File: src/flash_host_params.svh
`ifndef FLASH_HOST_PARAMS_SVH
`define FLASH_HOST_PARAMS_SVH

// Register offsets (byte addresses)
`define REG_CTRL        8'h00
`define REG_CMD         8'h04
`define REG_STATUS      8'h08
`define REG_RDATA       8'h0C
// Control fields
`define CTRL_RESET_BIT  0
// Command fields
`define CMD_DATA_LSB    0
`define CMD_ADDR_LSB    8
`define CMD_WRITE_BIT   31
// Status fields
`define ST_BUSY_BIT     0
`define ST_RYBY_BIT     1
`define ST_TLIM_BIT     2
`define ST_EWIN_BIT     3
`define ST_TOG2_BIT     4
`define ST_TOG1_BIT     5
`define ST_POLL_BIT     6
`define ST_RSTDONE_BIT  7
// Timing
`define CLK_PERIOD_NS   20
`define RESET_LOW_NS    500
`define RESET_LOW_CYC   ((`RESET_LOW_NS + `CLK_PERIOD_NS - 1) / `CLK_PERIOD_NS)
`define RESET_RECOV_US  20
`define RESET_RECOV_CYC ((`RESET_RECOV_US * 1000 + `CLK_PERIOD_NS - 1) / `CLK_PERIOD_NS)
`define CYC_W           16
`define BUS_PHASE_CYC   4
`define ADDR_W          21
`define SLV_OKAY        2'h0
`define SLV_DECERR      2'h3

`endif

File: src/flash_host_pkg.sv
package flash_host_pkg;
  typedef enum logic [2:0] {
    ST_IDLE, ST_SETUP, ST_STROBE, ST_HOLD, ST_RST_LOW, ST_RST_WAIT
  } seq_state_e;

  typedef struct packed {
    logic        is_write;
    logic [20:0] addr;
    logic [7:0]  data;
  } flash_cmd_s;

  typedef struct packed {
    logic ce_n;
    logic oe_n;
    logic we_n;
    logic reset_n;
  } flash_ctl_s;
endpackage

File: src/flash_host.sv
// Design decisions made here: the placing of the registers and register access over AXI4-Lite.
`timescale 1ns/1ns
`include "flash_host_params.svh"
module flash_host (
  // Clock and reset
  input  wire logic         aclk,
  input  wire logic         aresetn,
  // AXI4-Lite write address
  input  wire logic [7:0]   s_axi_awaddr,
  input  wire logic         s_axi_awvalid,
  output logic              s_axi_awready,
  // AXI4-Lite write data
  input  wire logic [31:0]  s_axi_wdata,
  input  wire logic [3:0]   s_axi_wstrb,
  input  wire logic         s_axi_wvalid,
  output logic              s_axi_wready,
  // AXI4-Lite write response
  output logic [1:0]        s_axi_bresp,
  output logic              s_axi_bvalid,
  input  wire logic         s_axi_bready,
  // AXI4-Lite read address
  input  wire logic [7:0]   s_axi_araddr,
  input  wire logic         s_axi_arvalid,
  output logic              s_axi_arready,
  // AXI4-Lite read data
  output logic [31:0]       s_axi_rdata,
  output logic [1:0]        s_axi_rresp,
  output logic              s_axi_rvalid,
  input  wire logic         s_axi_rready,
  // Flash pins
  output logic [20:0]       flash_addr,
  input  wire logic [7:0]   flash_dq_in,
  output logic [7:0]        flash_dq_out,
  output logic              flash_dq_oe,
  output logic              flash_ce_n,
  output logic              flash_oe_n,
  output logic              flash_we_n,
  output logic              flash_reset_n,
  input  wire logic         ready_busy_n_out
);

  // ****************************************
  // Pin synchronisers
  // ****************************************
  logic [7:0] dq_meta_q;
  logic [7:0] dq_sync_q;
  logic       ryby_meta_q;
  logic       ryby_sync_q;

  always_ff @(posedge aclk) begin
    dq_meta_q   <= flash_dq_in;
    dq_sync_q   <= dq_meta_q;
    ryby_meta_q <= ready_busy_n_out;
    ryby_sync_q <= ryby_meta_q;
  end

  // ****************************************
  // Bus decode
  // ****************************************
  logic         aw_held_q;
  logic [7:0]   aw_addr_q;
  logic         w_held_q;
  logic [31:0]  w_data_q;
  logic [3:0]   w_strb_q;
  logic         busy_q;
  logic         rst_done_q;
  logic         ctrl_reset_q;
  logic [7:0]   rdata_q;
  logic [7:0]   status_q;
  flash_host_pkg::seq_state_e state_q;

  wire do_write   = aw_held_q && w_held_q && !s_axi_bvalid;
  wire wr_ctrl    = do_write && (aw_addr_q == `REG_CTRL);
  wire wr_cmd     = do_write && (aw_addr_q == `REG_CMD);
  wire wr_mapped  = wr_ctrl || wr_cmd;
  // Commands arriving while a cycle runs are dropped, not queued
  wire cmd_go     = wr_cmd && !busy_q && w_strb_q == 4'hF;
  wire rd_go      = s_axi_arvalid && s_axi_arready;
  wire rd_ctrl    = s_axi_araddr == `REG_CTRL;
  wire rd_status  = s_axi_araddr == `REG_STATUS;
  wire rd_rdata   = s_axi_araddr == `REG_RDATA;
  wire rd_mapped  = rd_ctrl || rd_status || rd_rdata;
  wire [31:0] rd_word = rd_ctrl   ? {31'h0, ctrl_reset_q} :
                        rd_status ? {24'h0, status_q} :
                        rd_rdata  ? {24'h0, rdata_q} : 32'h0;
  wire reset_req  = wr_ctrl && w_data_q[`CTRL_RESET_BIT] && !busy_q;
  wire aw_take    = s_axi_awvalid && s_axi_awready;
  wire w_take     = s_axi_wvalid && s_axi_wready;
  wire aw_held_d  = aw_take || (aw_held_q && !do_write);
  wire w_held_d   = w_take || (w_held_q && !do_write);
  wire bvalid_d   = do_write || (s_axi_bvalid && !s_axi_bready);
  wire rvalid_d   = rd_go || (s_axi_rvalid && !s_axi_rready);

  flash_host_pkg::flash_cmd_s cmd_q;
  wire flash_host_pkg::flash_cmd_s cmd_new = '{
    is_write: w_data_q[`CMD_WRITE_BIT],
    addr:     w_data_q[`CMD_ADDR_LSB +: `ADDR_W],
    data:     w_data_q[`CMD_DATA_LSB +: 8]
  };

  always_ff @(posedge aclk) begin
    if (!aresetn) begin
      aw_held_q     <= 1'b0;
      aw_addr_q     <= 8'h00;
      w_held_q      <= 1'b0;
      w_data_q      <= 32'h0;
      w_strb_q      <= 4'h0;
      s_axi_awready <= 1'b1;
      s_axi_wready  <= 1'b1;
      s_axi_arready <= 1'b1;
      s_axi_bvalid  <= 1'b0;
      s_axi_bresp   <= `SLV_OKAY;
      s_axi_rvalid  <= 1'b0;
      s_axi_rdata   <= 32'h0;
      s_axi_rresp   <= `SLV_OKAY;
    end else begin
      aw_held_q     <= aw_held_d;
      w_held_q      <= w_held_d;
      s_axi_bvalid  <= bvalid_d;
      s_axi_rvalid  <= rvalid_d;
      s_axi_awready <= !aw_held_d && !bvalid_d;
      s_axi_wready  <= !w_held_d && !bvalid_d;
      s_axi_arready <= !rvalid_d;
      if (aw_take) begin
        aw_addr_q <= s_axi_awaddr;
      end
      if (w_take) begin
        w_data_q <= s_axi_wdata;
        w_strb_q <= s_axi_wstrb;
      end
      if (do_write) begin
        s_axi_bresp <= wr_mapped ? `SLV_OKAY : `SLV_DECERR;
      end
      if (rd_go) begin
        s_axi_rdata <= rd_word;
        s_axi_rresp <= rd_mapped ? `SLV_OKAY : `SLV_DECERR;
      end
    end
  end

  // ****************************************
  // Flash bus sequencer
  // ****************************************
  logic [`CYC_W-1:0] cnt_q;
  flash_host_pkg::flash_ctl_s ctl_q;
  logic [7:0] dq_out_q;
  logic       dq_oe_q;

  wire cnt_done = cnt_q == '0;

  always_ff @(posedge aclk) begin
    if (!aresetn) begin
      state_q      <= flash_host_pkg::ST_IDLE;
      cnt_q        <= '0;
      busy_q       <= 1'b0;
      cmd_q        <= '0;
      // Pins idle: deselected, no strobes, no drive
      ctl_q        <= '{ce_n: 1'b1, oe_n: 1'b1, we_n: 1'b1, reset_n: 1'b1};
      dq_out_q     <= 8'h00;
      dq_oe_q      <= 1'b0;
      rdata_q      <= 8'h00;
      rst_done_q   <= 1'b0;
      ctrl_reset_q <= 1'b0;
    end else begin
      case (state_q)
        flash_host_pkg::ST_IDLE: begin
          if (reset_req) begin
            // Reset pulse covers the minimum low time
            state_q      <= flash_host_pkg::ST_RST_LOW;
            cnt_q        <= `CYC_W'(`RESET_LOW_CYC - 1);
            busy_q       <= 1'b1;
            rst_done_q   <= 1'b0;
            ctrl_reset_q <= 1'b1;
            ctl_q.reset_n <= 1'b0;
            dq_oe_q      <= 1'b0;
          end else if (cmd_go) begin
            state_q <= flash_host_pkg::ST_SETUP;
            cnt_q   <= `CYC_W'(`BUS_PHASE_CYC - 1);
            busy_q  <= 1'b1;
            cmd_q   <= cmd_new;
            ctl_q.ce_n <= 1'b0;
            // Output enable stays high through any write
            ctl_q.oe_n <= 1'b1;
            dq_out_q   <= cmd_new.data;
            dq_oe_q    <= cmd_new.is_write;
          end
        end
        flash_host_pkg::ST_SETUP: begin
          if (cnt_done) begin
            state_q <= flash_host_pkg::ST_STROBE;
            cnt_q   <= `CYC_W'(`BUS_PHASE_CYC - 1);
            // Write only with chip enable low, output enable high
            ctl_q.we_n <= !cmd_q.is_write;
            ctl_q.oe_n <= cmd_q.is_write;
          end else begin
            cnt_q <= cnt_q - 1'b1;
          end
        end
        flash_host_pkg::ST_STROBE: begin
          if (cnt_done) begin
            state_q <= flash_host_pkg::ST_HOLD;
            cnt_q   <= `CYC_W'(`BUS_PHASE_CYC - 1);
            ctl_q.we_n <= 1'b1;
            ctl_q.oe_n <= 1'b1;
            // Each read ends with OE high so toggle bits advance
            if (!cmd_q.is_write) begin
              rdata_q <= dq_sync_q;
            end
          end else begin
            cnt_q <= cnt_q - 1'b1;
          end
        end
        flash_host_pkg::ST_HOLD: begin
          if (cnt_done) begin
            state_q    <= flash_host_pkg::ST_IDLE;
            busy_q     <= 1'b0;
            ctl_q.ce_n <= 1'b1;
            dq_oe_q    <= 1'b0;
          end else begin
            cnt_q <= cnt_q - 1'b1;
          end
        end
        flash_host_pkg::ST_RST_LOW: begin
          if (cnt_done) begin
            state_q <= flash_host_pkg::ST_RST_WAIT;
            cnt_q   <= `CYC_W'(`RESET_RECOV_CYC - `RESET_LOW_CYC - 1);
            ctl_q.reset_n <= 1'b1;
          end else begin
            cnt_q <= cnt_q - 1'b1;
          end
        end
        flash_host_pkg::ST_RST_WAIT: begin
          // Wait out the internal reset before the next access
          if (cnt_done) begin
            state_q      <= flash_host_pkg::ST_IDLE;
            busy_q       <= 1'b0;
            rst_done_q   <= 1'b1;
            ctrl_reset_q <= 1'b0;
          end else begin
            cnt_q <= cnt_q - 1'b1;
          end
        end
        default: begin
          state_q <= flash_host_pkg::ST_IDLE;
        end
      endcase
    end
  end

  // ****************************************
  // Status view
  // ****************************************
  // Bits 2-6 decoded from the last read byte; software judges the mode
  // from two successive reads
  always_ff @(posedge aclk) begin
    if (!aresetn) begin
      status_q <= 8'h00;
    end else begin
      status_q[`ST_BUSY_BIT]    <= busy_q;
      status_q[`ST_RYBY_BIT]    <= ryby_sync_q;
      status_q[`ST_TLIM_BIT]    <= rdata_q[5];
      status_q[`ST_EWIN_BIT]    <= rdata_q[3];
      status_q[`ST_TOG2_BIT]    <= rdata_q[2];
      status_q[`ST_TOG1_BIT]    <= rdata_q[6];
      status_q[`ST_POLL_BIT]    <= rdata_q[7];
      status_q[`ST_RSTDONE_BIT] <= rst_done_q;
    end
  end

  assign flash_addr    = cmd_q.addr;
  assign flash_dq_out  = dq_out_q;
  assign flash_dq_oe   = dq_oe_q;
  assign flash_ce_n    = ctl_q.ce_n;
  assign flash_oe_n    = ctl_q.oe_n;
  assign flash_we_n    = ctl_q.we_n;
  assign flash_reset_n = ctl_q.reset_n;

endmodule

File: config.mk
export PLATFORM = sky130hd
export DESIGN_NAME = flash_host
export DESIGN_NICKNAME = d
export VERILOG_FILES = /design/src/flash_host_pkg.sv /design/src/flash_host.sv
export VERILOG_INCLUDE_DIRS = /design/src
export SDC_FILE = /design/constraint.sdc
export NUM_CORES = 1
export LEC_CHECK = 0
export ABC_AREA = 1
export BUFFER_PORTS_ARGS = -buffer_cell sky130_fd_sc_hd__buf_2
export CAP_MARGIN = 20
export CORE_MARGIN = 1.5
export CORE_UTILIZATION = 40
export CTS_BUF_LIST = sky130_fd_sc_hd__clkbuf_16
export CTS_CLUSTER_SIZE = 30
export DETAILED_ROUTE_END_ITERATION = 10
export PLACE_DENSITY_LB_ADDON = 0.25
export SYNTH_ARGS = -nofsm -noshare
export SYNTH_HDL_FRONTEND = slang
export SYNTH_SLANG_ARGS = --single-unit
File: constraint.sdc
create_clock -name aclk -period 2.5 [get_ports aclk]
set_clock_uncertainty 0.2 [all_clocks]
set_input_delay 0.25 -clock aclk [delete_from_list [all_inputs] [get_ports aclk]]
set_output_delay 0.25 -clock aclk [all_outputs]
set_load 0.02 [all_outputs]
# After elaboration in Yosys (flattened, before gate mapping)
# Cells that the tools add are included.
dict set report op_classes {
  bitwise 2
  reduce_logical 58
  mux 38
  addsub 1
  n_eq_ne 20
}
# cell n
set op_table {}
lappend op_table {{$mux W16} 5}
lappend op_table {{$pmux W16 S4} 1}
lappend op_table {{$mux W8} 3}
lappend op_table {{$reduce_and A3 Y1} 8}
lappend op_table {{$mux W3} 6}
lappend op_table {{$ne A2 B2 Y1 const B} 9}
lappend op_table {{$logic_and A1 B1 Y1} 17}
lappend op_table {{$eq A8 B4 Y1 const B} 2}
lappend op_table {{$logic_not A16 Y1} 1}
lappend op_table {{$logic_not A8 Y1} 2}
lappend op_table {{$sub A16 B1 Y16 const B} 1}
lappend op_table {{$pmux W3 S5} 1}
lappend op_table {{$pmux W1 S2} 7}
lappend op_table {{$mux W2} 6}
lappend op_table {{$logic_not A1 Y1} 10}
lappend op_table {{$reduce_and A5 Y1} 2}
lappend op_table {{$reduce_bool A2 Y1} 5}
lappend op_table {{$eq A8 B3 Y1 const B} 1}
lappend op_table {{$mux W1} 8}
lappend op_table {{$logic_or A1 B1 Y1} 7}
lappend op_table {{$eq A3 B2 Y1 const B} 2}
lappend op_table {{$eq A3 B3 Y1 const B} 2}
lappend op_table {{$eq A4 B4 Y1 const B} 1}
lappend op_table {{$reduce_and A4 Y1} 1}
lappend op_table {{9 further kinds} 11}
dict set report totals {
  input_bits 68
  wordCells 151
  regBits 178
}

# Logic depth before layout (Yosys ltp)
dict set report logic_depth {
  word_depth 8
  ltp_mapped 13
  ltp_nobuf 12
}

# Worst setup path after synthesis
# Ideal clock, no wire load.
dict set report synth_timing {
  path_kind {register -> register}
  from {register cnt_q[0]}
  to {register ctl_q (netlist bit flash_ce_n)}
  t_required_ps 2167
  synth_period_minus_slack_ps 1784
  setup_slack_ps 716
  arrival_ps 1450
  path_stages_with_launch 11
  path_cell_list {dfxtp_1 > inv_1 > ha_1 > nand2_1 > nor2_1 > nand2_1 > or2_1 > nand2_1 > nand2_1 > nand2_1 > nand3_1}
}
dict set report synth_between {
  elab_chain_cells 3
}
# item line
set synth_lines {}
lappend synth_lines {{start: declaration} flash_host.sv:144} ;# logic [`CYC_W-1:0] cnt_q;
lappend synth_lines {{start signal: assignment} flash_host.sv:170} ;# cnt_q <= `CYC_W'(`RESET_LOW_CYC - 1);
lappend synth_lines {{start signal: assignment} flash_host.sv:178} ;# cnt_q <= `CYC_W'(`BUS_PHASE_CYC - 1);
lappend synth_lines {{start signal: assignment} flash_host.sv:191} ;# cnt_q <= `CYC_W'(`BUS_PHASE_CYC - 1);
lappend synth_lines {{$logic_not A16 Y1} flash_host.sv:149} ;# wire cnt_done = cnt_q == '0;
lappend synth_lines {{$ne A2 B2 Y1 (no source line)} n/a}
lappend synth_lines {{$reduce_and A4 Y1 (no source line)} n/a}
lappend synth_lines {{end signal: assignment} flash_host.sv:158} ;# ctl_q <= '{ce_n: 1'b1, oe_n: 1'b1, we_n: 1'b1, reset_n: 1'b1};
lappend synth_lines {{end: declaration} flash_host.sv:145} ;# flash_host_pkg::flash_ctl_s ctl_q;
# No other way between the ends.
# A chain may end at the register's enable or synchronous reset.

# Worst setup path after layout
dict set report layout_timing {
  from {register cnt_q[0]}
  to {register cnt_q[3]}
}
dict set report layout_between {
  elab_chain_cells 3
}
# item line
set layout_lines {}
lappend layout_lines {{$sub A16 B1 Y16 / $logic_not A16 Y1 (equally long branches)} n/a}
lappend layout_lines {{$mux W16, or another cell as far along} {flash_host.sv:214, flash_host.sv:234}}
lappend layout_lines {{$pmux W16 S4 / $reduce_and A3 Y1 (equally long branches)} n/a}
# Several ways; a longest one is shown, not always the timed one. The select of a mux whose other input is x is not followed.

==> reports/metrics.sh <==
HOLD_PATH_STARTPOINT='s_axi_araddr[2]'
WORSTMARGINPINSLEW_NS=0.859
FINAL_AREA_SQ_MM=0.00782
WIRELENGTH_UM=14500
WORST_SETUP_PATH_ENDPOINT='cnt_q[3]'
HOLDCRITPATHCLASS='input port to register'
GRT_MAX_DEGREE=104
DETAILED_PLACE.AREA_SQ_MM=0.00670
CPMAXSTAGEDELAYCELL='dfxtp_1'
SYNTHTOPCELLSBYAREA='dfxtp_1, nand2_1, nor2_1'
R2R_ENDPOINT='cnt_q[3]'
COREAREA_SQ_MM=0.0152
AGGREGATE_GLOBAL_ROUTE_RESOURCE_USAGE=0.183
DIE_AREA_SQ_MM=0.0164
WORST-R2R-SETUP-SLACK_NS=0.33
WIRE_PER_INST_UM=12.3
ENDPOINT_KIND='register'
YS_WARN_COUNT=0
WORSTPATHCELLLIST='inv_1, ha_1, nand2_1, nor2_1, nand3_2, nand2_2, inv_2, nand2_2, nand2_1, nand2_1, a21oi_1'
SYNTHTOLAYOUTAREAGROWTH_PCT=25.1
FIRSTDRTPASSITERS=4
CPPEAKSTAGEDELAY_NS=0.32
RUN_STATUS='finished, final reports clean'
CRIT-REG2REG-LAUNCH='cnt_q[0]'
WORSTSETUPSTARTPOINTTYPE='register'
GRT_PASS1_WL_UM=24000
YOSYSTOPAREACELLSHARE=0.481
P_LEAK_nW=3.73
MIN_PERIOD_NS=2.17
CLK_PATH_BUF_DEPTH=2
SETUP-TNS-FINAL_NS=0
DIE_WIDTH_UM=128
FINAL_HOLD_VIOL_COUNT=0
FIRST_GLOBAL_VIAS=5091
HTREEDEPTH=4
SYNTH.FF_LATCH_COUNT=150
POST_SYNTH_NUM_CELL_TYPES=32
CTS_RESIZED=0
SYN-MEAN-INSTANCE-AREA_SQ_UM=7.42
COMBINATIONALPOWERSHARE=0.325
REG2REG_DEPTH=11
VIAS_PER_CELL=4.72
CTS.SINK_COUNT=150
SEQCELLAREA_SQ_MM=0.00300
CELL_INTERNAL_PWR_mW=5.07
NUMPORTBUFFERS=116
GRT_SETUP_UNREPAIRED='false'
CP.REQUIRED_NS=2.60
POST_CTS_BUFFERS=0
WORST_SKEW_PAIR.LATE_LATENCY_NS=0.42
GLOBALPLACE.CONGESTION=0.839
LAYOUT-DRIVE-GT1-SHARE=0.173
FINAL_MAX_SLEW_VIOLS=0
WORST-ENDPOINT-ARRIVAL_NS=2.27
HOLD_DEPTH=4
CTS-HOLD-FIX-BUFFERS=53
DR_TOTAL_VIAS=5564
DIE-HEIGHT_UM=128
MAXCAPVIOLATIONS=0
POWERDENSITY_mW_PER_MM2=1020
CRITPATHTOPFAMILY='simple AND/OR/NAND/NOR gates'
EFFECTIVE_UTILIZATION_AT_FLOORPLAN=0.411
TRITONCTS.NUM_BUFFERS=17
FILLERS=1525
P_CLK_FRAC=0.317
SETUP-VIOLATIONS-FINAL=0
VDD.IR_DROP.WORST_V=0.000684
NET_TOTAL_IN_THE_FINAL_LAYOUT=1048
WORSTPATHBUFFERINVERTERCOUNT=2
GLOBALROUTE.TOTALOVERFLOW=0
SWITCHING_SHARE=0.366
CLOCK_TREE_ROOT='clkbuf_16'
MULTI_INPUT_GATE_AREA_IN_THE_FINAL_LAYOUT_SQ_MM=0.00257
TIMING.SETUP.CRITICAL_PATH_CLASS='register to register'
POWER_FRAC_SEQ=0.359
GRT_ANTENNA_BEFORE_REPAIR=0
TIMING.SLEW.HEADROOM=0.427
TOP_LEVEL_PORTS=143
SYNTH-SEQ-AREA-SHARE=0.481
NUM_ROWS=45
HIGHEST_CLOCK_FREQUENCY_THE_DESIGN_CAN_MEET_MHz=461
WORST_SETUP_PATH_STARTPOINT='cnt_q[0]'
CLK_PIN_SLEW_NS=0.06
POST-ROUTE-PERIOD-UTIL=0.868
CRITICAL-PATH-TOP-CELL-BY-COUNT='nand2_1'
ANTENNA_CELLS=0
DR.FIRST_ITER.DRC_COUNT=274
NET-SWITCHING-POWER_mW=2.92
HPWL_UM=9410
SYNTHESIS.AREA_SQ_MM=0.00625
TRITONCTS='yes'
CRITPATHMAXFANOUT=13
DETAIL-ROUTE-ANTENNA-NETS=0
DRC_VIOLATIONS_LEFT=0
NETLIST_INSTANCES=842
TIMING.CRITICAL_PATH.DEPTH=11
SYNTH.LARGEST_AREA_CELL='dfxtp_1'
-- cells in the final DEF (no fill, tap or decap), types with 3 or more instances in the layout --
| cell | n |
|---|---|
| conb_1 | 24 |
| nand4_1 | 14 |
| nor3_1 | 22 |
| nand2_2 | 3 |
| inv_2 | 3 |
| a21oi_1 | 61 |
| nand3_2 | 4 |
| dlygate4sd3_1 | 53 |
| inv_1 | 64 |
| o21ai_0 | 88 |
| nor2_2 | 3 |
| nand2_1 | 146 |
| clkbuf_16 | 17 |
| xor2_1 | 6 |
| clkinv_2 | 4 |
| buf_2 | 116 |
| buf_4 | 7 |
| nor3_2 | 3 |
| nand3_1 | 39 |
| bufinv_16 | 3 |
| dfxtp_1 | 150 |
| nor2_1 | 137 |
| clkinv_1 | 5 |
-- Yosys cell counts, drive strengths merged --
library cell    n
a21oi          61
nand3          43
clkbuf         25
a31oi           2
clkinv          3
conb            1
xor2            6
o311ai          1
nor3           25
nand3b          2
inv            66
a221oi          1
nor2          142
or2             3
nand2         149
nor4            1
nand4          14
ha              1
dfxtp         150
buf            56
o21ai          90
-- cells by family (layout without fill, tap and decap cells) --
logic type | count (synthesis) | after routing | synth area share
simple gates | 379 | 379 | 0.260
compound gates | 155 | 155 | 0.126
flops | 150 | 150 | 0.481
buf+inv | 150 | 277 | 0.122
xor+xnor | 6 | 6 | 0.00841
fa+ha+maj | 1 | 1 | 0.00200
other cells | 1 | 24 | 0.000600
-- layer usage --
metal | vias up | share of wire | track usage
li1 | 2921 | - | -
met1 | 2505 | 0.48 | 0.233
met2 | 118 | 0.47 | 0.299
met3 | 20 | 0.037 | 0.0434
met4 | 0 | 0.016 | 0.0787
met5 | - | 0 | 0
-- final cells by class --
cell class	count	area share
sequential	150	0.384
multi-input combinational	565	0.328
timing repair buffer	176	0.149
clock buffer	17	0.0544
inverter	69	0.0331
tap	188	0.0301
clock inverter	15	0.0208
-- how the worst min path moves through the flow --
stage	end
2_1_floorplan	dq_meta_q[0]
3_3_place_gp	ryby_sync_q
3_5_place_dp	ryby_sync_q
4_1_cts	s_axi_rdata[0]
5_1_grt	s_axi_rdata[0]
6_report	s_axi_rdata[0]
-- worst min-delay path, cell delays in order --
cell and delay (ns):
buf_2 0.11, nor3_2 0.10, nand3_1 0.08, a31oi_1 0.07
-- metrics by stage --
step	worst slack (ns)	hold slack, ns	util	cells	total power, mW
after floorplan	0.716	0.0777	-	865	4.87
after global placement	0.399	0.110	0.440	1095	5.41
after detailed placement	0.364	0.114	0.440	1095	5.42
after CTS	0.354	0.0225	0.514	1180	8.05
after global routing	0.137	0.0526	0.514	1180	8.62
final	0.329	0.0479	0.514	1180	7.99
-- flip-flops by register name, indices dropped and copies added, names as in the netlist, 3 cells and up --
name          flops
dq_meta_q         8
state_q           3
rdata_q           8
cnt_q            16
flash_addr       21
w_data_q         30
s_axi_rdata       8
status_q          8
flash_dq_out      8
aw_addr_q         8
w_strb_q          4
dq_sync_q         8
-- power groups by stage --
| stage | sequential, mW | combinational [mW] | clock, mW |
|---|---|---|---|
| after global routing | 2.90 | 3.02 | 2.71 |
| after floorplan | 2.89 | 1.98 | 0 |
| final | 2.86 | 2.59 | 2.53 |
| after detailed placement | 2.91 | 2.51 | 0 |
| after global placement | 2.91 | 2.50 | 0 |
| after CTS | 2.86 | 2.59 | 2.60 |
Note: power is estimated with default switching activity, not from simulation.
